File: src/sppg_pkg.sv
// Notes on behaviour
// - Pulse output works only while the mode word's low byte holds BCD 30.
// - Profiles: automatic trapezoid, step trapezoid, or velocity control (speed and direction).
// - The pulse rate never exceeds 10 kHz.
// - A running pulse rate never falls below 40 pulses per second.
// - For automatic trapezoid, the block works out the whole profile from the acceleration, deceleration, position and velocity inputs.
// - Once started, the pulse train runs on its own without host involvement.
// - Each emitted pulse is one motion increment and moves the position by one.
// - Output format is either step plus direction, or separate CW and CCW pulses.
// - Pulses leave on the first two DC output terminals.
// - Host start and load commands arrive on their own inputs, separate from the pulse terminals.
// - The interrupt input acts as an interrupt only for trapezoid profiles, else a plain input.
// - All four discrete inputs stay readable by the host in this mode.
// - Targets may be absolute or relative to the current position.
// - Current position is a double-word counter split into low and high halves.
// - Done flag sets when a profile completes and clears when start turns on.
// - Start begins motion, dropping it stops; restart is skipped when already at target.
// - When stopped with start off, a load command's rising edge presets the position.
// - With interrupt option, pulse until the interrupt input turns on, then emit the target count.
package sppg_pkg;

    localparam int unsigned CLK_PERIOD_NS  = 4;
    localparam logic [27:0] CLK_HZ         = 28'hEE6B280;

    localparam logic [7:0]  MODE_PULSE_OUT = 8'h30;

    localparam int          VEL_W          = 14;
    localparam int          POS_W          = 32;
    localparam int          TGT_W          = 24;

    localparam logic [13:0] VEL_MAX_PPS    = 14'h2710;
    localparam logic [13:0] VEL_MIN_PPS    = 14'h0028;
    localparam logic [3:0]  VEL_UNIT_PPS   = 4'hA;

    localparam int unsigned PULSE_HI_NS    = 2000;
    localparam int unsigned PULSE_HI_CYC   = (PULSE_HI_NS + CLK_PERIOD_NS - 1) / CLK_PERIOD_NS;
    localparam int unsigned DIR_SETUP_NS   = 5000;
    localparam int unsigned DIR_SETUP_CYC  = (DIR_SETUP_NS + CLK_PERIOD_NS - 1) / CLK_PERIOD_NS;
    localparam int unsigned TICK_US        = 1000;
    localparam int unsigned TICK_CYC       = TICK_US * 1000 / CLK_PERIOD_NS;
    localparam int unsigned TICKS_PER_S    = 1000000 / TICK_US;
    localparam logic [11:0] BRAKE_K        = 12'(2 * TICKS_PER_S);

    // Profile kind nibble fields
    localparam int          KIND_REL_BIT   = 3;
    localparam int          KIND_AUTO_BIT  = 2;
    localparam int          KIND_STEP_BIT  = 1;
    localparam int          KIND_INT_BIT   = 0;

    localparam logic        FMT_PULSE_DIR  = 1'b1;
    localparam logic        FMT_CW_CCW     = 1'b0;

    typedef enum logic [1:0] {
        SPPG_IDLE  = 2'b00,
        SPPG_SETUP = 2'b01,
        SPPG_MOVE  = 2'b10
    } sppg_state_t;

endpackage : sppg_pkg

File: src/sppg_rate_gen.sv
`timescale 1ns/1ps
module sppg_rate_gen
(
    input  wire logic                      core_clk_i,
    input  wire logic                      rst_i,
    input  wire logic                      run_i,
    input  wire logic [sppg_pkg::VEL_W-1:0] velocity_i,
    output logic                           step_o,
    output logic                           level_o
);

    logic [27:0] phase;
    logic [28:0] phase_sum;
    logic [15:0] hi_cnt;

    assign phase_sum = {1'b0, phase} + {15'h0000, velocity_i};

    ////////////////////////////////////////////////////////////////////////
    // Phase accumulator gives an exact average rate without a divider
    always_ff @(posedge core_clk_i or posedge rst_i)
    begin
        if (rst_i)
        begin
            phase  <= 28'h0000000;
            step_o <= 1'b0;
        end
        else if (!run_i)
        begin
            phase  <= 28'h0000000;
            step_o <= 1'b0;
        end
        else if (phase_sum >= {1'b0, sppg_pkg::CLK_HZ})
        begin
            phase  <= 28'(phase_sum - {1'b0, sppg_pkg::CLK_HZ});
            step_o <= 1'b1;
        end
        else
        begin
            phase  <= phase_sum[27:0];
            step_o <= 1'b0;
        end
    end

    ////////////////////////////////////////////////////////////////////////
    // Fixed high time, well under half the 10 kHz period; never cut, as the step is already counted
    always_ff @(posedge core_clk_i or posedge rst_i)
    begin
        if (rst_i)
        begin
            hi_cnt  <= 16'h0000;
            level_o <= 1'b0;
        end
        else if (step_o)
        begin
            hi_cnt  <= 16'(sppg_pkg::PULSE_HI_CYC - 1);
            level_o <= 1'b1;
        end
        else if (hi_cnt != 16'h0000)
        begin
            hi_cnt <= hi_cnt - 16'h0001;
        end
        else
        begin
            level_o <= 1'b0;
        end
    end

endmodule : sppg_rate_gen

File: src/sppg_top.sv
`timescale 1ns/1ps
module sppg_top
#(
    parameter int unsigned TICK_CYC = sppg_pkg::TICK_CYC
)
(
    input  wire logic        core_clk_i,
    input  wire logic        rst_i,
    input  wire logic [15:0] mode_select_word_i,
    input  wire logic        output_format_i,
    input  wire logic [3:0]  profile_kind_i,
    input  wire logic [11:0] target_velocity_i,
    input  wire logic [23:0] target_position_i,
    input  wire logic [15:0] accel_rate_i,
    input  wire logic [15:0] decel_rate_i,
    input  wire logic [15:0] step_size_i,
    input  wire logic [7:0]  step_hold_i,
    input  wire logic        velocity_reverse_i,
    input  wire logic        start_profile_i,
    input  wire logic        load_position_i,
    input  wire logic [31:0] preload_value_i,
    input  wire logic        discrete_input_0_i,
    input  wire logic        external_interrupt_input_i,
    input  wire logic        discrete_input_2_i,
    input  wire logic        discrete_input_3_i,
    output logic             pulse_out_a_o,
    output logic             pulse_out_b_o,
    output logic [15:0]      position_counter_low_o,
    output logic [15:0]      position_counter_high_o,
    output logic             profile_done_flag_o,
    output logic             motion_busy_o,
    output logic [3:0]       input_state_o
);

    sppg_pkg::sppg_state_t   state;
    logic                    mode_on;
    logic                    start_q;
    logic                    load_q;
    logic                    ext_q;
    logic                    start_rise;
    logic                    load_rise;
    logic                    ext_rise;
    logic [3:0]              kind_q;
    logic                    is_vel_kind;
    logic                    dir;
    logic                    waiting_int;
    logic [31:0]             remaining;
    logic [31:0]             position;
    logic [31:0]             delta;
    logic [31:0]             delta_mag;
    logic [31:0]             tgt_ext;
    logic [31:0]             tgt_mag;
    logic [15:0]             setup_cnt;
    logic [31:0]             tick_cnt;
    logic                    tick;
    logic [7:0]              hold_cnt;
    logic [sppg_pkg::VEL_W-1:0] vel;
    logic [sppg_pkg::VEL_W-1:0] vel_target;
    logic [15:0]             vel_scaled;
    logic [27:0]             vel_sq;
    logic [63:0]             brake_dist;
    logic                    braking;
    logic                    ramp_evt;
    logic [16:0]             up_amt;
    logic [16:0]             vel_up;
    logic [16:0]             vel_dn;
    logic                    set_done;
    logic                    step;
    logic                    level;

    ////////////////////////////////////////////////////////////////////////
    // Decode and edges
    assign mode_on     = mode_select_word_i[7:0] == sppg_pkg::MODE_PULSE_OUT;
    assign start_rise  = start_profile_i & ~start_q;
    assign load_rise   = load_position_i & ~load_q;
    // Interrupt edge only counts for trapezoid kinds
    assign ext_rise    = external_interrupt_input_i & ~ext_q & ~is_vel_kind;
    assign is_vel_kind = ~kind_q[sppg_pkg::KIND_AUTO_BIT] & ~kind_q[sppg_pkg::KIND_STEP_BIT];

    assign tgt_ext   = {{8{target_position_i[23]}}, target_position_i};
    assign tgt_mag   = tgt_ext[31] ? 32'(-tgt_ext) : tgt_ext;
    assign delta     = profile_kind_i[sppg_pkg::KIND_REL_BIT] ? tgt_ext : 32'(tgt_ext - position);
    assign delta_mag = delta[31] ? 32'(-delta) : delta;

    // Clamp the commanded rate into the supported band
    assign vel_scaled = 16'(target_velocity_i * sppg_pkg::VEL_UNIT_PPS);
    always_comb
    begin
        if (vel_scaled > {2'b00, sppg_pkg::VEL_MAX_PPS})
            vel_target = sppg_pkg::VEL_MAX_PPS;
        else if (vel_scaled < {2'b00, sppg_pkg::VEL_MIN_PPS})
            vel_target = sppg_pkg::VEL_MIN_PPS;
        else
            vel_target = vel_scaled[sppg_pkg::VEL_W-1:0];
    end

    // Brake when the stopping distance v^2/(2a) reaches what is left
    assign vel_sq     = 28'(vel * vel);
    assign brake_dist = 64'(remaining) * 64'(decel_rate_i) * 64'(sppg_pkg::BRAKE_K);
    assign braking    = ~waiting_int & ~is_vel_kind & (brake_dist <= {36'h000000000, vel_sq});

    assign tick     = tick_cnt == 32'(TICK_CYC - 1);
    assign ramp_evt = kind_q[sppg_pkg::KIND_AUTO_BIT] ? tick : (tick & (hold_cnt == 8'h00));
    assign up_amt   = kind_q[sppg_pkg::KIND_AUTO_BIT] ? {1'b0, accel_rate_i} : {1'b0, step_size_i};
    assign vel_up   = {3'b000, vel} + up_amt;
    assign vel_dn   = {3'b000, vel} - {1'b0, decel_rate_i};

    ////////////////////////////////////////////////////////////////////////
    always_ff @(posedge core_clk_i or posedge rst_i)
    begin
        if (rst_i)
        begin
            start_q <= 1'b0;
            load_q  <= 1'b0;
            ext_q   <= 1'b0;
        end
        else
        begin
            start_q <= start_profile_i;
            load_q  <= load_position_i;
            ext_q   <= external_interrupt_input_i;
        end
    end

    ////////////////////////////////////////////////////////////////////////
    // Motion sequencer
    always_ff @(posedge core_clk_i or posedge rst_i)
    begin
        if (rst_i)
        begin
            state       <= sppg_pkg::SPPG_IDLE;
            kind_q      <= 4'h0;
            dir         <= 1'b0;
            waiting_int <= 1'b0;
            remaining   <= 32'h00000000;
            setup_cnt   <= 16'h0000;
            set_done    <= 1'b0;
        end
        else
        begin
            set_done <= 1'b0;
            unique case (state)
                sppg_pkg::SPPG_IDLE:
                begin
                    if (mode_on && start_rise)
                    begin
                        kind_q      <= profile_kind_i;
                        waiting_int <= profile_kind_i[sppg_pkg::KIND_INT_BIT] &
                                       (profile_kind_i[sppg_pkg::KIND_AUTO_BIT] |
                                        profile_kind_i[sppg_pkg::KIND_STEP_BIT]);
                        remaining   <= delta_mag;
                        setup_cnt   <= 16'(sppg_pkg::DIR_SETUP_CYC - 1);
                        if (!profile_kind_i[sppg_pkg::KIND_AUTO_BIT] && !profile_kind_i[sppg_pkg::KIND_STEP_BIT])
                        begin
                            dir   <= velocity_reverse_i;
                            state <= sppg_pkg::SPPG_SETUP;
                        end
                        else if (delta_mag == 32'h00000000 && !profile_kind_i[sppg_pkg::KIND_INT_BIT])
                        begin
                            set_done <= 1'b1;
                        end
                        else
                        begin
                            dir   <= delta[31];
                            state <= sppg_pkg::SPPG_SETUP;
                        end
                    end
                end
                sppg_pkg::SPPG_SETUP:
                begin
                    // Direction is already out; hold off the first pulse
                    if (!start_profile_i || !mode_on)
                        state <= sppg_pkg::SPPG_IDLE;
                    else if (setup_cnt == 16'h0000)
                        state <= sppg_pkg::SPPG_MOVE;
                    else
                        setup_cnt <= setup_cnt - 16'h0001;
                end
                sppg_pkg::SPPG_MOVE:
                begin
                    if (!start_profile_i || !mode_on)
                    begin
                        state <= sppg_pkg::SPPG_IDLE;
                    end
                    else if (waiting_int)
                    begin
                        if (ext_rise)
                        begin
                            waiting_int <= 1'b0;
                            remaining   <= tgt_mag;
                        end
                    end
                    else if (!is_vel_kind)
                    begin
                        if (remaining == 32'h00000000 || (step && remaining == 32'h00000001))
                        begin
                            remaining <= 32'h00000000;
                            set_done  <= 1'b1;
                            state     <= sppg_pkg::SPPG_IDLE;
                        end
                        else if (step)
                        begin
                            remaining <= remaining - 32'h00000001;
                        end
                    end
                end
                default:
                begin
                    state <= sppg_pkg::SPPG_IDLE;
                end
            endcase
        end
    end

    ////////////////////////////////////////////////////////////////////////
    // Velocity ramp
    always_ff @(posedge core_clk_i or posedge rst_i)
    begin
        if (rst_i)
        begin
            vel      <= sppg_pkg::VEL_MIN_PPS;
            tick_cnt <= 32'h00000000;
            hold_cnt <= 8'h00;
        end
        else if (state != sppg_pkg::SPPG_MOVE)
        begin
            vel      <= sppg_pkg::VEL_MIN_PPS;
            tick_cnt <= 32'h00000000;
            hold_cnt <= step_hold_i;
        end
        else
        begin
            tick_cnt <= tick ? 32'h00000000 : tick_cnt + 32'h00000001;
            if (tick)
                hold_cnt <= (hold_cnt == 8'h00) ? step_hold_i : hold_cnt - 8'h01;
            if (is_vel_kind)
                vel <= vel_target;
            else if (ramp_evt)
            begin
                if (braking || vel > vel_target)
                    vel <= (vel_dn[16] || vel_dn < {3'b000, sppg_pkg::VEL_MIN_PPS}) ?
                           sppg_pkg::VEL_MIN_PPS : vel_dn[sppg_pkg::VEL_W-1:0];
                else if (vel < vel_target)
                    vel <= (vel_up > {3'b000, vel_target}) ? vel_target : vel_up[sppg_pkg::VEL_W-1:0];
            end
        end
    end

    ////////////////////////////////////////////////////////////////////////
    sppg_rate_gen u_rate
    (
        .core_clk_i (core_clk_i),
        .rst_i      (rst_i),
        .run_i      (state == sppg_pkg::SPPG_MOVE),
        .velocity_i (vel),
        .step_o     (step),
        .level_o    (level)
    );

    ////////////////////////////////////////////////////////////////////////
    // Position counter
    always_ff @(posedge core_clk_i or posedge rst_i)
    begin
        if (rst_i)
            position <= 32'h00000000;
        else if (state == sppg_pkg::SPPG_MOVE && step)
            position <= dir ? position - 32'h00000001 : position + 32'h00000001;
        else if (state == sppg_pkg::SPPG_IDLE && !start_profile_i && load_rise)
            position <= preload_value_i;
    end

    // Set beats clear when both land together
    always_ff @(posedge core_clk_i or posedge rst_i)
    begin
        if (rst_i)
            profile_done_flag_o <= 1'b0;
        else if (set_done)
            profile_done_flag_o <= 1'b1;
        else if (start_rise)
            profile_done_flag_o <= 1'b0;
    end

    ////////////////////////////////////////////////////////////////////////
    // Output pins, registered
    always_ff @(posedge core_clk_i or posedge rst_i)
    begin
        if (rst_i)
        begin
            pulse_out_a_o           <= 1'b0;
            pulse_out_b_o           <= 1'b0;
            position_counter_low_o  <= 16'h0000;
            position_counter_high_o <= 16'h0000;
            motion_busy_o           <= 1'b0;
            input_state_o           <= 4'h0;
        end
        else
        begin
            if (!mode_on)
            begin
                pulse_out_a_o <= 1'b0;
                pulse_out_b_o <= 1'b0;
            end
            else if (output_format_i == sppg_pkg::FMT_PULSE_DIR)
            begin
                pulse_out_a_o <= level;
                pulse_out_b_o <= dir;
            end
            else
            begin
                pulse_out_a_o <= level & ~dir;
                pulse_out_b_o <= level & dir;
            end
            position_counter_low_o  <= position[15:0];
            position_counter_high_o <= position[31:16];
            motion_busy_o           <= state != sppg_pkg::SPPG_IDLE;
            input_state_o           <= {discrete_input_3_i, discrete_input_2_i,
                                        external_interrupt_input_i, discrete_input_0_i};
        end
    end

endmodule : sppg_top

File: config.mk
export PLATFORM = sky130hd
export DESIGN_NAME = sppg_top
export DESIGN_NICKNAME = d
export VERILOG_FILES = /design/src/sppg_pkg.sv /design/src/sppg_rate_gen.sv /design/src/sppg_top.sv
export SDC_FILE = /design/constraint.sdc
export NUM_CORES = 2
export LEC_CHECK = 0
export BUFFER_PORTS_ARGS = -buffer_cell sky130_fd_sc_hd__buf_2
export CORE_MARGIN = 2
export CORE_UTILIZATION = 60
export CTS_CLUSTER_DIAMETER = 80
export DETAILED_ROUTE_END_ITERATION = 8
export PLACE_DENSITY = 0.84
export SLEW_MARGIN = 15
export SYNTH_ARGS = -nofsm -noshare
export SYNTH_HDL_FRONTEND = slang
export SYNTH_SLANG_ARGS = --single-unit
File: constraint.sdc
create_clock -name core_clk_i -period 22.8 [get_ports core_clk_i]
set_input_delay 6.84 -clock core_clk_i [delete_from_list [all_inputs] [get_ports core_clk_i]]
set_output_delay 6.84 -clock core_clk_i [all_outputs]
set_load 0.1 [all_outputs]
==> tab_implementation.tex <==
\begin{tabular}{lr}
\hline
Metric & Value \\
\hline
\multicolumn{2}{l}{\textbf{Global route}} \\
Pin count of the biggest net entering global routing & 91 \\
Remaining global-route overflow & 0 \\
Antenna violations before repair & 10 \\
Via count of the first global-routing pass & 43600 \\
Wire length of the first global-routing pass & 214 mm \\
Global-route usage over all layers & 0.303 \\
\multicolumn{2}{l}{\textbf{Place}} \\
HPWL after detailed placement & 105 mm \\
Final weighted congestion in routability-driven placement & 0.975 \\
Count of input and output buffers & 185 \\
\multicolumn{2}{l}{\textbf{Die}} \\
Starting density of the core & 0.606 \\
Floorplan core area & 83600 um\^{}2 \\
Chip Width & 295 um \\
Overall die area & 86800 um\^{}2 \\
Standard-cell row count & 106 \\
Vertical die dimension & 295 um \\
I/O pin count & 194 \\
\multicolumn{2}{l}{\textbf{Yosys}} \\
Nets in the synthesized netlist & 7327 \\
Synth cell types & 112 \\
Flop and latch count out of synthesis & 229 \\
Async SR Flop Fraction & 1.00 \\
Number of flops mapped to enable cells by yosys & 0 \\
Number of instances in the synthesized netlist & 5946 \\
Post-synthesis instance area & 50600 um\^{}2 \\
Post-synth top flop & sky130\_fd\_sc\_hd\_\_dfrtp\_1 \\
Mean post-synth cell area & 8.52 um\^{}2 \\
Mux cell area share after synthesis & 0.00924 \\
Parity-gate share of the synthesized area counting xor and xnor cells & 0.0562 \\
Main combinational cell family by area after synthesis & adder cells \\
Fraction of the mapped netlist area in simple logic gates & 0.177 \\
Register area share after synthesis & 0.113 \\
Yosys warnings & 0 \\
Synthesized-area fraction occupied by ao, oa, aoi and oai cells & 0.143 \\
Post-Synth Adder-Cell Area & 0.410 \\
\multicolumn{2}{l}{\textbf{Setup path}} \\
Arrival time reported for the critical path endpoint & 21400 ps \\
Kind of start point of the critical path & primary input \\
Logic depth of the worst register-to-register path & 45 \\
Worst r2r src & remaining[8] \\
Standard cell with the maximum stage delay on the critical path & sky130\_fd\_sc\_hd\_\_buf\_2 \\
R2r endpoint & vel[8] \\
Flop2flop setup slack & 7770 ps \\
Element type at the critical path end & flop \\
Maximum fanout encountered on the critical timing path & 34 \\
Critical path data required time & 23240 ps \\
Cell repeated most along the worst path & sky130\_fd\_sc\_hd\_\_fa\_1 \\
CP Class & primary input to flop \\
Largest stage delay on the critical path & 650 ps \\
\multicolumn{2}{l}{\textbf{Min path}} \\
Hold Path Class & flop to flop \\
Hold path startpoint & position[27] \\
Worst hold path cell count & 0 \\
Sink of the worst hold path & position\_counter\_high\_o[11] \\
\multicolumn{2}{l}{\textbf{Timing}} \\
Maximum achievable frequency & 0.0477 GHz \\
Finish-stage setup viols & 0 \\
Final critical-path share of the clock period & 0.919 \\
Total Negative Setup Slacks & 0 ps \\
Unrepaired setup endpoints after global routing & no \\
Worst-margin pin slew & 1140 ps \\
Relative slew slack & 0.238 \\
Slew Limit Fails & 0 \\
Minimum clock period & 20960 ps \\
Final-report hold violation count & 0 \\
Layout Skew & 20.0 ps \\
\multicolumn{2}{l}{\textbf{CTS}} \\
Clock transition at the register clock pins on the worst setup and hold paths after CTS & 60 ps \\
Post-cts resize count & 0 \\
Library cell used as clock root buffer & sky130\_fd\_sc\_hd\_\_clkbuf\_16 \\
Clk Latency, worst-skew pair & 570 ps \\
CTS H-tree depth & 1 \\
TritonCTS clock tree & done \\
Deepest clock path buffer count & 3 \\
Count of hold-fix buffers inserted at cts & 0 \\
Number of buffers added for setup after CTS & 0 \\
Clock buffer count from CTS & 26 \\
Sinks on Clock Net & 229 \\
\multicolumn{2}{l}{\textbf{Status}} \\
Result of the run & completed \\
\multicolumn{2}{l}{\textbf{Run}} \\
Number of maximum-capacitance constraint violations & 0 \\
\multicolumn{2}{l}{\textbf{Final layout}} \\
Fillcell total & 6732 \\
\# nets final & 7348 \\
Area growth from synthesis to final layout & 5.15\% \\
End-of-flow core utilization & 0.637 \\
Fraction of layout cells with a size suffix above 1 & 0.0620 \\
\multicolumn{2}{l}{\textbf{Detailed routing}} \\
Total DRC errors in the routed layout & 0 \\
Violation count after the first detailed-routing iteration & 3581 \\
Average wire per standard cell & 18.6 um \\
Post-Route WL & 131 mm \\
Number of vias per cell & 6.04 \\
Number of routed nets with antenna violations & 0 \\
Vias after detailed routing & 42700 \\
Number of search-and-repair iterations in the first detailed-routing pass & 5 \\
\hline
\end{tabular}
## metrics by stage
| step | instances | instance area (um^2) | setup slack, ps | hold slack, ps |
|---|---|---|---|---|
| 3_5_place_dp | 7019 | 52300 | 1470 | 394 |
| 6_report | 7073 | 53300 | 1840 | 408 |
| 4_1_cts | 7067 | 53200 | 2000 | 415 |
| 5_1_grt | 7068 | 53200 | 1260 | 424 |
| 3_3_place_gp | 7019 | 52300 | 1610 | 396 |
| 2_1_floorplan | 5946 | 50600 | 3550 | 378 |
## cells in the mapped netlist (49+ instances only)
| library cell | n | share of area |
|---|---|---|
| sky130_fd_sc_hd__inv_1 | 984 | 0.073 |
| sky130_fd_sc_hd__fa_1 | 721 | 0.28 |
| sky130_fd_sc_hd__nand2_1 | 578 | 0.043 |
| sky130_fd_sc_hd__ha_1 | 506 | 0.12 |
| sky130_fd_sc_hd__nor2_1 | 369 | 0.027 |
| sky130_fd_sc_hd__a21oi_1 | 286 | 0.028 |
| sky130_fd_sc_hd__and2_1 | 274 | 0.034 |
| sky130_fd_sc_hd__dfrtp_1 | 227 | 0.11 |
| sky130_fd_sc_hd__o21ai_0 | 213 | 0.021 |
| sky130_fd_sc_hd__clkbuf_1 | 202 | 0.015 |
| sky130_fd_sc_hd__xnor2_1 | 200 | 0.035 |
| sky130_fd_sc_hd__xor2_1 | 125 | 0.022 |
| sky130_fd_sc_hd__a21o_1 | 124 | 0.018 |
| sky130_fd_sc_hd__nor3_1 | 104 | 0.010 |
| sky130_fd_sc_hd__nand3_1 | 98 | 0.0097 |
| sky130_fd_sc_hd__nand2b_1 | 55 | 0.0068 |
| sky130_fd_sc_hd__a211oi_1 | 54 | 0.0080 |
| sky130_fd_sc_hd__nand4_1 | 51 | 0.0063 |
| sky130_fd_sc_hd__and3_1 | 49 | 0.0061 |
## routing by layer
metal,share of wire,vias up,global-route usage
met5,0.00045,-,0
met4,0.043,10,0.120
met3,0.076,400,0.0411
met2,0.48,1768,0.520
met1,0.40,21000,0.388
li1,-,19600,-
## cell type report
cell class                      instances  area, um^2  area share
Antenna cell                            6        15.0    0.000282
Clock buffer                           34         741      0.0139
Clock inverter                         14         173     0.00324
Inverter                              986        3710      0.0697
Multi-Input combinational cell       4497       40300       0.757
Sequential cell                       229        5730       0.108
Tap cell                             1080        1350      0.0254
Timing Repair Buffer                  227        1240      0.0233
## critical path, delay by kind of cell
family | cells | cell delay (ps)
buffers and inverters | 5 | 1110
AND/OR/NAND/NOR | 13 | 4010
AO/OA/AOI/OAI | 13 | 2960
XOR/XNOR | 2 | 590
adder cells (fa/ha/maj) | 12 | 5820
## sequential cells by signal, indices dropped and copies added (netlist names), 2 cells and up
name                     flops
position_counter_low_o      16
vel                         14
u_rate.hi_cnt               16
u_rate.phase                28
position                    32
input_state_o                4
kind_q                       2
state                        2
hold_cnt                     8
setup_cnt                   16
tick_cnt                    32
remaining                   32
position_counter_high_o     16
## cell usage in the layout, fill, tap and decap left out, types with 200 or more instances in the layout
cell type	count
sky130_fd_sc_hd__a21oi_1	286
sky130_fd_sc_hd__and2_1	274
sky130_fd_sc_hd__dfrtp_1	227
sky130_fd_sc_hd__fa_1	721
sky130_fd_sc_hd__ha_1	506
sky130_fd_sc_hd__inv_1	983
sky130_fd_sc_hd__nand2_1	578
sky130_fd_sc_hd__nor2_1	368
sky130_fd_sc_hd__o21ai_0	213
sky130_fd_sc_hd__xnor2_1	200
## kinds of logic (layout without fill, tap and decap cells)
logic type               Yosys count  in the layout
AND/OR/NAND/NOR                 1809           1809
adder cells (fa/ha/maj)         1227           1227
buffers and inverters           1220           1261
AO/OA/AOI/OAI                   1093           1093
XOR/XNOR                         325            325
flip-flops                       229            229
multiplexers                      43             43
other                              0              6
## worst max path at each step
stage                                start       to  slack [ps]  cells past startpoint
final                     decel_rate_i[14]   vel[8]        1840                     45
after global routing      decel_rate_i[14]   vel[8]        1260                     45
after CTS                 decel_rate_i[14]   vel[8]        2000                     45
after detailed placement  decel_rate_i[14]   vel[8]        1470                     45
after global placement    decel_rate_i[14]   vel[9]        1610                     45
after floorplan           decel_rate_i[12]  vel[10]        3550                     45
Power is left out: the tool's default activity adds up to more than one toggle a clock period on the data nets, which glitch-free logic cannot reach.
